$ cat src/logic/scs_pkg.sv
package scs_pkg;
	// ==========================================================
	// register map (byte addresses)
	localparam int ADDR_W = 8;
	localparam logic [7:0] OFF_CTRL_A = 8'h00;
	localparam logic [7:0] OFF_CTRL_B = 8'h04;
	localparam logic [7:0] OFF_STATUS_A = 8'h08;
	localparam logic [7:0] OFF_BIT_RATE = 8'h0c;
	localparam logic [7:0] OFF_FIFO_DATA = 8'h10;
	localparam logic [31:0] RST_CTRL_A = 32'h0000_0000;
	localparam logic [31:0] RST_CTRL_B = 32'h0000_0000;
	localparam logic [31:0] RST_BIT_RATE = 32'h0000_0000;
	// ==========================================================
	// status a and interrupt enable layout (same bit positions)
	localparam int ST_DRDY = 0;
	localparam int ST_BC = 1;
	localparam int ST_OVER = 2;
	localparam int ST_PE = 3;
	localparam int ST_FE = 4;
	localparam int ST_BRK = 5;
	localparam int ST_NFLAGS = 6;
	localparam int ST_NBYTES_LSB = 8;
	// ==========================================================
	// control a / control b fields
	localparam int CA_CE = 31;
	localparam int CA_DMA = 30;
	localparam int CA_LEN_LSB = 16;
	localparam int CB_MODE_LSB = 20;
	localparam logic [1:0] MODE_MASTER = 2'h2;
	localparam logic [1:0] MODE_SLAVE = 2'h3;
	// ==========================================================
	// bit rate fields
	localparam int BR_RATE_EN = 31;
	localparam int BR_DIV_LSB = 0;
	localparam int BR_DIV_W = 8;
	// ==========================================================
	// bus answers
	localparam logic [1:0] RESP_OKAY = 2'h0;
	localparam logic [1:0] RESP_SLVERR = 2'h2;
	typedef enum logic [1:0] {SCS_IDLE, SCS_MASTER, SCS_SLAVE} scs_state_t;
endpackage : scs_pkg

$ cat src/logic/scs_sync.sv
`timescale 1ns/1ns
module scs_sync #(
	parameter int W = 1
) (
	input wire logic aclk,
	input wire logic aresetn,
	input wire logic [W-1:0] d,
	output logic [W-1:0] q
);
	// ==========================================================
	// two flop synchroniser, first stage read only by the second
	logic [W-1:0] meta_r;
	always_ff @(posedge aclk)
	begin
		if (!aresetn)
		begin
			meta_r <= '0;
			q <= '0;
		end
		else
		begin
			meta_r <= d;
			q <= meta_r;
		end
	end
endmodule : scs_sync

$ cat src/logic/scs_flag.sv
`timescale 1ns/1ns
module scs_flag (
	input wire logic aclk,
	input wire logic aresetn,
	input wire logic set,
	input wire logic clr,
	output logic q
);
	// ==========================================================
	// sticky flag, a set in the clearing cycle wins
	always_ff @(posedge aclk)
	begin
		if (!aresetn)
			q <= 1'b0;
		else if (set)
			q <= 1'b1;
		else if (clr)
			q <= 1'b0;
	end
endmodule : scs_flag

$ cat src/logic/scs_top.sv
// Summary of operation
// - master sets byte count, shifts both ways
// - master drives the one serial clock
// - data moves only while select low
// - master drives select for each slave; the design has one select output, spi_sel_n_o
// - break flag sticky until one written
// - framing error flag sticky, one clears
// - parity error flag sticky, one clears
// - overrun when storing into full buffer
// - each status interrupt gated by enable
// - data ready plus valid byte count
// - data ready never with buffer closed
// - dma mode clears buffer closed itself
// - master pins: clock, select, txd out
// - slave pins: clock, select, rxd in
//
// Local design decisions: the AXI4-Lite register port and the register offsets.
`timescale 1ns/1ns
module scs_top import scs_pkg::*; (
	input wire logic aclk,
	input wire logic aresetn,
	input wire logic [ADDR_W-1:0] s_axi_awaddr,
	input wire logic s_axi_awvalid,
	output logic s_axi_awready,
	input wire logic [31:0] s_axi_wdata,
	input wire logic [3:0] s_axi_wstrb,
	input wire logic s_axi_wvalid,
	output logic s_axi_wready,
	output logic [1:0] s_axi_bresp,
	output logic s_axi_bvalid,
	input wire logic s_axi_bready,
	input wire logic [ADDR_W-1:0] s_axi_araddr,
	input wire logic s_axi_arvalid,
	output logic s_axi_arready,
	output logic [31:0] s_axi_rdata,
	output logic [1:0] s_axi_rresp,
	output logic s_axi_rvalid,
	input wire logic s_axi_rready,
	output logic spi_txd,
	input wire logic spi_rxd,
	input wire logic spi_clk_i,
	output logic spi_clk_o,
	output logic spi_clk_oe,
	input wire logic spi_sel_n_i,
	output logic spi_sel_n_o,
	output logic spi_sel_n_oe,
	input wire logic rx_break_evt,
	input wire logic rx_parity_evt,
	output logic dma_req,
	input wire logic dma_ack,
	output logic irq
);
	// ==========================================================
	// bus slave
	logic aw_got_r, w_got_r, do_wr, rd_hs;
	logic [ADDR_W-1:0] waddr_r;
	logic [31:0] wdata_r;
	logic [3:0] wstrb_r;
	logic [31:0] ctrl_a_r, ctrl_b_r, bit_rate_r, rd_val, status_a, wmask;
	logic rd_err;
	assign do_wr = aw_got_r && w_got_r && !s_axi_bvalid;
	assign rd_hs = s_axi_arvalid && s_axi_arready;
	assign wmask = {{8{wstrb_r[3]}}, {8{wstrb_r[2]}}, {8{wstrb_r[1]}}, {8{wstrb_r[0]}}};

	always_ff @(posedge aclk)
	begin
		if (!aresetn)
		begin
			s_axi_awready <= 1'b0;
			aw_got_r <= 1'b0;
			waddr_r <= '0;
		end
		else if (s_axi_awvalid && s_axi_awready)
		begin
			s_axi_awready <= 1'b0;
			aw_got_r <= 1'b1;
			waddr_r <= s_axi_awaddr;
		end
		else
		begin
			if (do_wr)
				aw_got_r <= 1'b0;
			s_axi_awready <= !aw_got_r && !s_axi_bvalid;
		end
	end

	always_ff @(posedge aclk)
	begin
		if (!aresetn)
		begin
			s_axi_wready <= 1'b0;
			w_got_r <= 1'b0;
			wdata_r <= '0;
			wstrb_r <= '0;
		end
		else if (s_axi_wvalid && s_axi_wready)
		begin
			s_axi_wready <= 1'b0;
			w_got_r <= 1'b1;
			wdata_r <= s_axi_wdata;
			wstrb_r <= s_axi_wstrb;
		end
		else
		begin
			if (do_wr)
				w_got_r <= 1'b0;
			s_axi_wready <= !w_got_r && !s_axi_bvalid;
		end
	end

	always_ff @(posedge aclk)
	begin
		if (!aresetn)
		begin
			s_axi_bvalid <= 1'b0;
			s_axi_bresp <= RESP_OKAY;
		end
		else if (do_wr)
		begin
			s_axi_bvalid <= 1'b1;
			s_axi_bresp <= (waddr_r > OFF_FIFO_DATA || waddr_r[1:0] != 2'h0) ?
				RESP_SLVERR : RESP_OKAY;
		end
		else if (s_axi_bready)
			s_axi_bvalid <= 1'b0;
	end

	// ==========================================================
	// configuration registers
	always_ff @(posedge aclk)
	begin
		if (!aresetn)
		begin
			ctrl_a_r <= RST_CTRL_A;
			ctrl_b_r <= RST_CTRL_B;
			bit_rate_r <= RST_BIT_RATE;
		end
		else if (do_wr)
		begin
			if (waddr_r == OFF_CTRL_A)
				ctrl_a_r <= (ctrl_a_r & ~wmask) | (wdata_r & wmask);
			if (waddr_r == OFF_CTRL_B)
				ctrl_b_r <= (ctrl_b_r & ~wmask) | (wdata_r & wmask);
			if (waddr_r == OFF_BIT_RATE)
				bit_rate_r <= (bit_rate_r & ~wmask) | (wdata_r & wmask);
		end
	end

	logic ce, dma_en, slave_sel, master_sel, data_wr, data_rd, pop;
	logic [1:0] len;
	assign ce = ctrl_a_r[CA_CE];
	assign dma_en = ctrl_a_r[CA_DMA];
	assign len = ctrl_a_r[CA_LEN_LSB +: 2];
	assign slave_sel = ce && ctrl_b_r[CB_MODE_LSB +: 2] == MODE_SLAVE;
	assign master_sel = ce && bit_rate_r[BR_RATE_EN] && ctrl_b_r[CB_MODE_LSB +: 2] == MODE_MASTER;
	assign data_wr = do_wr && waddr_r == OFF_FIFO_DATA;
	assign data_rd = rd_hs && s_axi_araddr == OFF_FIFO_DATA;
	assign pop = data_rd || (dma_en && dma_ack);

	// ==========================================================
	// pin synchronisers and edge detection
	logic clk_s, sel_act_s, sel_n_s, rxd_s, clk_d_r, sel_n_d_r;
	// select travels inverted so the synchroniser reset level matches the idle pin
	scs_sync #(.W(3)) u_sync (
		.aclk(aclk),
		.aresetn(aresetn),
		.d({spi_clk_i, !spi_sel_n_i, spi_rxd}),
		.q({clk_s, sel_act_s, rxd_s})
	);
	assign sel_n_s = !sel_act_s;
	always_ff @(posedge aclk)
	begin
		if (!aresetn)
		begin
			clk_d_r <= 1'b0;
			sel_n_d_r <= 1'b1;
		end
		else
		begin
			clk_d_r <= clk_s;
			sel_n_d_r <= sel_n_s;
		end
	end

	// ==========================================================
	// shift engine
	scs_state_t state_r;
	logic [BR_DIV_W-1:0] half_r;
	logic [5:0] bit_cnt_r, tot_bits_r;
	logic [31:0] tx_sh_r, rx_sh_r;
	logic m_tick, m_rise, m_done, s_rise, s_fall, s_end;
	logic store_ev, fe_ev, bc_ev;
	logic [31:0] store_word;
	logic [2:0] store_bytes;
	assign m_tick = state_r == SCS_MASTER && half_r == '0;
	assign m_rise = m_tick && !spi_clk_o;
	assign m_done = m_rise && bit_cnt_r + 6'h01 == tot_bits_r;
	assign s_rise = state_r == SCS_SLAVE && !sel_n_s && clk_s && !clk_d_r;
	assign s_fall = state_r == SCS_SLAVE && !sel_n_s && !clk_s && clk_d_r;
	assign s_end = state_r == SCS_SLAVE && sel_n_s && !sel_n_d_r;

	always_comb
	begin
		store_ev = 1'b0;
		store_word = {rx_sh_r[30:0], rxd_s};
		store_bytes = 3'h4;
		fe_ev = 1'b0;
		bc_ev = 1'b0;
		if (m_done)
		begin
			store_ev = 1'b1;
			store_bytes = {1'b0, len} + 3'h1;
			bc_ev = 1'b1;
		end
		else if (s_rise && bit_cnt_r == 6'h1f)
			store_ev = 1'b1;
		else if (s_end && bit_cnt_r != 6'h00)
		begin
			fe_ev = bit_cnt_r[2:0] != 3'h0;
			store_ev = bit_cnt_r[5:3] != 3'h0;
			store_word = rx_sh_r;
			store_bytes = {1'b0, bit_cnt_r[4:3]};
			bc_ev = 1'b1;
		end
	end

	always_ff @(posedge aclk)
	begin
		if (!aresetn || !ce)
		begin
			state_r <= SCS_IDLE;
			half_r <= '0;
			bit_cnt_r <= '0;
			tot_bits_r <= '0;
			tx_sh_r <= '0;
			rx_sh_r <= '0;
			spi_txd <= 1'b0;
			spi_clk_o <= 1'b0;
			spi_sel_n_o <= 1'b1;
		end
		else
		begin
			case (state_r)
				SCS_IDLE:
				begin
					bit_cnt_r <= '0;
					if (data_wr)
					begin
						tx_sh_r <= wdata_r;
						spi_txd <= wdata_r[31];
					end
					if (data_wr && master_sel)
					begin
						state_r <= SCS_MASTER;
						tot_bits_r <= {1'b0, ({1'b0, len} + 3'h1), 2'h0} << 1;
						half_r <= bit_rate_r[BR_DIV_LSB +: BR_DIV_W];
						// select driven low for the frame
						spi_sel_n_o <= 1'b0;
					end
					else if (slave_sel)
						state_r <= SCS_SLAVE;
				end
				SCS_MASTER:
				begin
					half_r <= m_tick ? bit_rate_r[BR_DIV_LSB +: BR_DIV_W] : half_r - 1'b1;
					if (m_tick)
					begin
						spi_clk_o <= !spi_clk_o;
						if (m_rise)
						begin
							rx_sh_r <= store_word;
							bit_cnt_r <= bit_cnt_r + 6'h01;
						end
						// end on the fall after the last rise: clock idles low
						// and select rises in the same cycle as that last clock fall
						else if (bit_cnt_r == tot_bits_r)
						begin
							state_r <= SCS_IDLE;
							spi_sel_n_o <= 1'b1;
						end
						else
						begin
							tx_sh_r <= {tx_sh_r[30:0], 1'b0};
							spi_txd <= tx_sh_r[30];
						end
					end
				end
				SCS_SLAVE:
				begin
					if (!slave_sel)
						state_r <= SCS_IDLE;
					if (s_rise)
					begin
						rx_sh_r <= store_word;
						bit_cnt_r <= bit_cnt_r == 6'h1f ? 6'h00 : bit_cnt_r + 6'h01;
					end
					if (s_fall)
					begin
						tx_sh_r <= {tx_sh_r[30:0], 1'b0};
						spi_txd <= tx_sh_r[30];
					end
					if (s_end)
						bit_cnt_r <= '0;
					if (data_wr && sel_n_s)
					begin
						tx_sh_r <= wdata_r;
						spi_txd <= wdata_r[31];
					end
				end
				default:
					state_r <= SCS_IDLE;
			endcase
		end
	end

	// ==========================================================
	// pin directions: master drives clock and select, slave listens
	always_ff @(posedge aclk)
	begin
		if (!aresetn)
		begin
			spi_clk_oe <= 1'b0;
			spi_sel_n_oe <= 1'b0;
		end
		else
		begin
			spi_clk_oe <= master_sel;
			spi_sel_n_oe <= master_sel;
		end
	end

	// ==========================================================
	// receive holding word, one deep as the rules need no more
	logic rx_full_r;
	logic [31:0] rx_word_r;
	logic [2:0] rx_bytes_r;
	logic over_ev;
	assign over_ev = store_ev && rx_full_r && !pop;
	always_ff @(posedge aclk)
	begin
		if (!aresetn)
		begin
			rx_full_r <= 1'b0;
			rx_word_r <= '0;
			rx_bytes_r <= '0;
		end
		else if (store_ev && !over_ev)
		begin
			rx_full_r <= 1'b1;
			rx_word_r <= store_word;
			rx_bytes_r <= store_bytes;
		end
		else if (pop)
			rx_full_r <= 1'b0;
	end

	// ==========================================================
	// sticky status flags
	logic st_wr;
	logic [ST_NFLAGS-1:0] flag_set, flag_clr, flags;
	assign st_wr = do_wr && waddr_r == OFF_STATUS_A && wstrb_r[0];
	assign flag_clr = st_wr ? wdata_r[ST_NFLAGS-1:0] : '0;
	always_comb
	begin
		flag_set = '0;
		flag_set[ST_BRK] = rx_break_evt;
		flag_set[ST_FE] = fe_ev;
		flag_set[ST_PE] = rx_parity_evt;
		flag_set[ST_OVER] = over_ev;
		flag_set[ST_BC] = bc_ev;
	end
	genvar gi;
	generate
		for (gi = ST_BC; gi < ST_NFLAGS; gi++)
		begin : g_flag
			if (gi == ST_BC)
			begin : g_bc
				scs_flag u_flag (
					.aclk(aclk),
					.aresetn(aresetn),
					.set(flag_set[gi]),
					.clr(flag_clr[gi] || (dma_en && flags[gi])),
					.q(flags[gi])
				);
			end
			else
			begin : g_std
				scs_flag u_flag (
					.aclk(aclk),
					.aresetn(aresetn),
					.set(flag_set[gi]),
					.clr(flag_clr[gi]),
					.q(flags[gi])
				);
			end
		end
	endgenerate
	// ready while the word is held and buffer closed is clear
	assign flags[ST_DRDY] = rx_full_r && !flags[ST_BC];
	always_comb
	begin
		status_a = '0;
		status_a[ST_NFLAGS-1:0] = flags;
		status_a[ST_NBYTES_LSB +: 3] = rx_bytes_r;
	end

	// ==========================================================
	// read path
	always_comb
	begin
		rd_val = '0;
		rd_err = 1'b0;
		case (s_axi_araddr)
			OFF_CTRL_A: rd_val = ctrl_a_r;
			OFF_CTRL_B: rd_val = ctrl_b_r;
			OFF_STATUS_A: rd_val = status_a;
			OFF_BIT_RATE: rd_val = bit_rate_r;
			OFF_FIFO_DATA: rd_val = rx_word_r;
			default: rd_err = 1'b1;
		endcase
	end
	always_ff @(posedge aclk)
	begin
		if (!aresetn)
		begin
			s_axi_arready <= 1'b0;
			s_axi_rvalid <= 1'b0;
			s_axi_rdata <= '0;
			s_axi_rresp <= RESP_OKAY;
		end
		else if (rd_hs)
		begin
			s_axi_arready <= 1'b0;
			s_axi_rvalid <= 1'b1;
			s_axi_rdata <= rd_val;
			s_axi_rresp <= rd_err ? RESP_SLVERR : RESP_OKAY;
		end
		else
		begin
			if (s_axi_rready)
				s_axi_rvalid <= 1'b0;
			s_axi_arready <= !s_axi_rvalid || s_axi_rready;
		end
	end

	// ==========================================================
	// interrupt and dma request
	always_ff @(posedge aclk)
	begin
		if (!aresetn)
		begin
			irq <= 1'b0;
			dma_req <= 1'b0;
		end
		else
		begin
			irq <= |(flags & ctrl_a_r[ST_NFLAGS-1:0]);
			dma_req <= dma_en && rx_full_r && !pop;
		end
	end

	// ==========================================================
	// checks
	chk_ready_closed_excl: assert property (@(posedge aclk) disable iff (!aresetn)
		!(flags[ST_DRDY] && flags[ST_BC])) else $error("data ready with buffer closed");
	chk_irq_gating: assert property (@(posedge aclk) disable iff (!aresetn)
		##1 irq == |($past(flags) & $past(ctrl_a_r[ST_NFLAGS-1:0])))
		else $error("interrupt does not follow enabled flags");
	chk_slave_sel_hold: assert property (@(posedge aclk) disable iff (!aresetn)
		(state_r == SCS_SLAVE && sel_n_s && ce) |=> $stable(rx_sh_r))
		else $error("slave shifted with select high");
	chk_master_sel_low: assert property (@(posedge aclk) disable iff (!aresetn)
		(state_r == SCS_MASTER) |-> !spi_sel_n_o) else $error("select high in frame");
	chk_frame_length: assert property (@(posedge aclk) disable iff (!aresetn)
		m_done |-> bit_cnt_r == {1'b0, len, 3'h7})
		else $error("frame length differs from byte count");
	chk_break_sticky: assert property (@(posedge aclk) disable iff (!aresetn)
		(flags[ST_BRK] && !flag_clr[ST_BRK]) |=> flags[ST_BRK]) else $error("break lost");
	chk_framing_set: assert property (@(posedge aclk) disable iff (!aresetn)
		fe_ev |=> flags[ST_FE]) else $error("framing error not flagged");
	chk_parity_set: assert property (@(posedge aclk) disable iff (!aresetn)
		rx_parity_evt |=> flags[ST_PE]) else $error("parity error not flagged");
	chk_overrun_set: assert property (@(posedge aclk) disable iff (!aresetn)
		(store_ev && rx_full_r && !pop) |=> flags[ST_OVER] && $stable(rx_word_r))
		else $error("overrun not flagged");
	chk_dma_interlock: assert property (@(posedge aclk) disable iff (!aresetn)
		(dma_en && flags[ST_BC] && !bc_ev) |=> !flags[ST_BC]) else $error("dma interlock stuck");
	chk_master_clk_out: assert property (@(posedge aclk) disable iff (!aresetn)
		(state_r == SCS_MASTER) |-> spi_clk_oe) else $error("master clock not driven");
	chk_zero_write_keep: assert property (@(posedge aclk) disable iff (!aresetn)
		(st_wr && !wdata_r[ST_OVER] && flags[ST_OVER]) |=> flags[ST_OVER])
		else $error("zero write cleared flag");
endmodule : scs_top

$ cat config.mk
export PLATFORM = sky130hd
export DESIGN_NAME = scs_top
export DESIGN_NICKNAME = d
export VERILOG_FILES = /design/src/logic/scs_pkg.sv /design/src/logic/scs_sync.sv /design/src/logic/scs_flag.sv /design/src/logic/scs_top.sv
export SDC_FILE = /design/constraint.sdc
export NUM_CORES = 1
export LEC_CHECK = 0
export BUFFER_PORTS_ARGS = -buffer_cell sky130_fd_sc_hd__buf_4
export CAP_MARGIN = 20
export CORE_ASPECT_RATIO = 0.5
export CORE_MARGIN = 2
export CORE_UTILIZATION = 29
export DETAILED_ROUTE_END_ITERATION = 8
export HOLD_SLACK_MARGIN = 0.02
export PLACE_DENSITY = 0.57
export SLEW_MARGIN = 0
export SYNTH_ARGS = -nofsm -noshare
export SYNTH_HDL_FRONTEND = slang
export SYNTH_SLANG_ARGS = --single-unit
export TNS_END_PERCENT = 20
$ cat constraint.sdc
create_clock -name aclk -period 7.37 [get_ports aclk]
set_clock_uncertainty 0.1 [all_clocks]
set_input_delay 1.474 -clock aclk [delete_from_list [all_inputs] [get_ports aclk]]
set_output_delay 1.474 -clock aclk [all_outputs]
set_load 0.01 [all_outputs]
Yosys cells after proc, flatten, opt, wreduce, memory -nomap -nowiden
Index checks and enable logic that the tools add are counted.

operators by class
  add/subtract/negate cells = 3
  equal/unequal tests = 27
  reductions and logical operators = 93
  $lt $le $gt $ge = 1
  bitwise logic cells = 10
  mux-type cells = 77

operators by type and width
  operator              number
  $mux W32              6
  $mux W31              6
  $pmux W32 S5          1
  $and A32 B32 Y32      4
  $or A32 B32 Y32       3
  $pmux W31 S3          1
  $pmux W32 S2          1
  $mux W1               38
  $logic_and A1 B1 Y1   36
  $mux W6               6
  $eq A8 B4 Y1 const B  4
  $not A32 Y32          1
  $reduce_bool A2 Y1    13
  $logic_not A8 Y1      3
  $pmux W6 S3           1
  $eq A8 B3 Y1 const B  2
  $eq A8 B5 Y1 const B  2
  $mux W2               8
  $mux W8               2
  $ne A2 B2 Y1 const B  8
  $pmux W8 S2           1
  $logic_not A1 Y1      15
  $eq A6 B6 Y1          2
  $reduce_and A2 Y1     6
  26 further kinds      41

storage, ports and cells
  word-level logic and storage cells = 251
  output and inout bits = 48
  register bits = 320

Depth between registers and ports, before layout
  depth in word-level cells = 12
  gate-level depth with buffers = 12
  gate-level depth less buffers = 8

Modules after synthesis
A second synthesis with hierarchy kept.

second synthesis, totals
  cells, all modules = 1623
  area total of the unflattened synthesis = 13603.0 µm²

by module, submodules not included
  module    times used  cells each  seq. area each (µm²)  area each (µm²)
  scs_top   1           1596        6145.9                13238.9
  scs_flag  5           3           20.0                  41.3
  scs_sync  1           12          120.1                 157.7

Worst setup path after synthesis
No wires, ideal clock.

  path type = input to register
  from = input port s_axi_araddr[0]
  to = register rx_word_r[10]
  path buffers = 2
  arrival = 3556 ps
  stages = 7
  slack = 3595 ps
  cells stage by stage = or4_4 -> nor4_4 -> a21oi_2 -> or4_1 -> buf_2 -> buf_2 -> o221a_1

between the ends
  cells in the longest elaborated chain, start to end = 7

ends and longest elaborated chain
  element               RTL line        text
  from (decl)           scs_top.sv:32   input wire logic [ADDR_W-1:0] s_axi_araddr,
  $eq A8 B5 Y1          scs_top.sv:157  assign data_rd = rd_hs && s_axi_araddr == OFF_FIFO_DATA;
  $logic_and A1 B1 Y1   scs_top.sv:157
  $logic_or A1 B1 Y1    scs_top.sv:158  assign pop = data_rd || (dma_en && dma_ack);
  $logic_not A1 Y1      scs_top.sv:338  assign over_ev = store_ev && rx_full_r && !pop;
  $logic_and A1 B1 Y1   scs_top.sv:338
  $logic_not A1 Y1      scs_top.sv:347  else if (store_ev && !over_ev)
  $logic_and A1 B1 Y1   scs_top.sv:347
  to (signal assigned)  scs_top.sv:350  rx_word_r <= store_word;
  to (decl)             scs_top.sv:335  logic [31:0] rx_word_r;

Every way passes these cells.
A chain may end at the register's enable or synchronous reset.

Worst setup path after layout
  from = input port s_axi_araddr[0]
  to = register rx_word_r[30]

The elaborated chain is that of the path after synthesis.

==> impl_metrics.toml <==
[critical_path]
critical_path_buf_inv_count = 3
cpMostUsedCell = "buf_4"
crit_type = "primary input to register"
cp_cell_sequence = "buf_4, or4_4, nor4_4, buf_4, a21oi_4, buf_4, a21oi_4, a21oi_1, o221a_1"
startpoint_type = "primary input"
r2r_start = "state_r[0]"
crit_path_top_delay_cell = "a21oi_4"
endpoint_kind = "register"
ff2ff_setup_slack_ns = 4.19
worst-r2r-cell-count = 7
critPathRequiredTime_ns = 7.69
r2r_end = "rx_word_r[30]"
critPathTopFamily = "compound AO/OA/AOI/OAI gates"
startpoint = "s_axi_araddr[0]"
arrival_ns = 4.52
critPathMaxFanout = 41
cpPeakStageDelay_ns = 0.80

[cells_and_area]
final_common_cell = "nand2_1"
antennaDiodeCount = 0
fin_nets = 1837
final_cell_mix = "334 x nand2_1, 318 x dfxtp_1, 137 x a21oi_1"
syn2layout_area_growth_pct = 17.91
layout-drive-gt1-share_pct = 11.68

[global_routing]
antenna_found_initial = 0
grt_use_total_pct = 17.18
grt_start_max_net_pins = 110
overflow = 0
grt_pass1_wl_um = 69350
grt_pass1_vias = 11501

[yosys]
synthAdderAreaFrac_pct = 0.8895
synth_top_family_by_area = "compound AO/OA/AOI/OAI gates"
synth_compound_area_share_pct = 25.72
ys_ff_latch = 318
yosys.area_share.simple_pct = 22.95
syn_inst = 1731
syn_avg_cell_area_um2 = 8.126
synthXorXnorAreaFrac_pct = 0.4359
ys_warn_count = 0
yosysTopAreaCellShare_pct = 45.26
async_flop_share_pct = 0
synthMuxAreaShare_pct = 0.2846
yosysUniqueCellTypes = 61
seq_area_frac_synth_pct = 45.26
syn_area_um2 = 14070
yosys-top-cells-area = "dfxtp_1 45%, nand2_1 8.9%, a21boi_1 5.2%"
synth_edf_count = 0
synth_ff_type = "dfxtp_1"
synth_top_area_cell = "dfxtp_1"

[pwr]
ir_drop_uv = 129.0
power_leakage_nw = 5.952
power_density_nw_per_um2 = 224.0
totalPowerFinal_w = 0.003715

[clock_tree]
htree_levels = 2
cts_setup_buffers = 0
clock_path_buffers = 3
clk_pin_slew_ns = 0.07
root_buffer = "clkbuf_16"
cts-buffers-inserted = 35
worstSkewPairLatency_ns = 0.53
clock_sinks = 318
ctsHoldBuffers = 0
cts_tree = "yes"
cts_resized = 0

[sta]
finalSetupTns_ns = 0
maxSlewViolCount = 0
worst_pin_slew_ns = 1.072
maxSlewHeadroom_pct = 28.45
fmax_mhz = 238.4
min_period_ns = 4.194
setup_violations = 0
hold_viol_final = 0
finalCritPeriodShare_pct = 56.91
rsz0062_at_grt = "false"

[routing]
vias_per_cell = 5.274
postRouteAntennaNets = 0
dr.pass1.iters = 6
num_vias = 12800
wl_per_cell_um = 18.45
drtIter0Drc = 1293
drc = 0
drt-total-wl_um = 44770

[place]
place.gp.congestion = 0.8245
portBuffers = 110
place_hpwl_um = 28790

[outcome]
status = "finished clean"

[floorplan]
core-area_um2 = 47370
fp.dieW_um = 315.5
initial_core_util_pct = 29.70
die_area_um2 = 50390
num_io_pins = 113
row_count = 56
die_h_um = 159.7

[run]
drv_cap = 0

[min_path]
holdPathEnd = "u_sync.q[1]"
hold_path_depth = 1
hold_path.class = "register to register"
min-delay-start = "u_sync.meta_r[1]"
where the power goes:
| part | switching [W] | internal (W) | leakage [nW] |
|---|---|---|---|
| Combinational | 0.0000681 | 0.0000654 | 2.81 |
| Clock | 0.000733 | 0.00107 | 0.575 |
| Sequential | 0.0000371 | 0.00174 | 2.57 |
| Total | 0.000838 | 0.00288 | 5.95 |
worst max path at each step:
stage	endpoint	slack [ns]	depth (start not counted)
after CTS	rx_word_r[30]	3.25	9
final	rx_word_r[30]	3.18	9
after detailed placement	rx_word_r[30]	2.71	9
after floorplan	rx_word_r[10]	3.60	7
after global routing	rx_word_r[30]	3.04	9
after global placement	rx_word_r[30]	2.73	9
stage by stage:
stage                     hold slack (ns)  area (um2)  setup WS (ns)  util [%]  instances
after floorplan                    0.3119       14070          3.595         -       1732
after global placement             0.3146       15390          2.733     32.49       2362
after detailed placement           0.3187       15390          2.708     32.49       2362
after CTS                          0.3271       16570          3.255     34.99       2426
after global routing               0.3550       16590          3.039     35.02       2427
final                              0.3271       16590          3.176     35.02       2427
area by class of cell:
cell class                 count  area, um2
multi-input combinational   1254       7148
clock inverter                13      163.9
timing repair buffer         136       1028
sequential                   318       6366
clock buffer                  51       1017
inverter                      17      63.81
tap                          638      798.3
fill                        4943      30780
per-layer routing:
| metal | GRT usage [%] | wire length [um] | up-vias |
|---|---|---|---|
| met4 | 3.490 | 660 | 0 |
| met5 | 0 | 0 | - |
| met1 | 26.21 | 22110 | 6194 |
| met2 | 25.02 | 19090 | 350 |
| li1 | - | - | 6209 |
| met3 | 2.922 | 2908 | 47 |
kinds of logic after synthesis:
group,after synthesis
simple gates,709
compound gates,522
flops,318
buf+inv,160
fa+ha+maj,10
xor+xnor,7
mux,4
other cells,1
synthesized netlist by cell type, drive strengths merged (10+ instances only):
| cell type | n |
|---|---|
| a22oi | 40 |
| nor2 | 118 |
| a222oi | 24 |
| nor3 | 46 |
| dfxtp | 318 |
| o221a | 32 |
| nand3 | 111 |
| o21ai | 60 |
| nand2 | 334 |
| buf | 15 |
| a31oi | 15 |
| inv | 17 |
| nor3b | 34 |
| clkbuf | 128 |
| a21boi | 147 |
| a21o | 25 |
| and2 | 21 |
| a21oi | 140 |
| ha | 10 |
(Power assumes the default switching activity.)
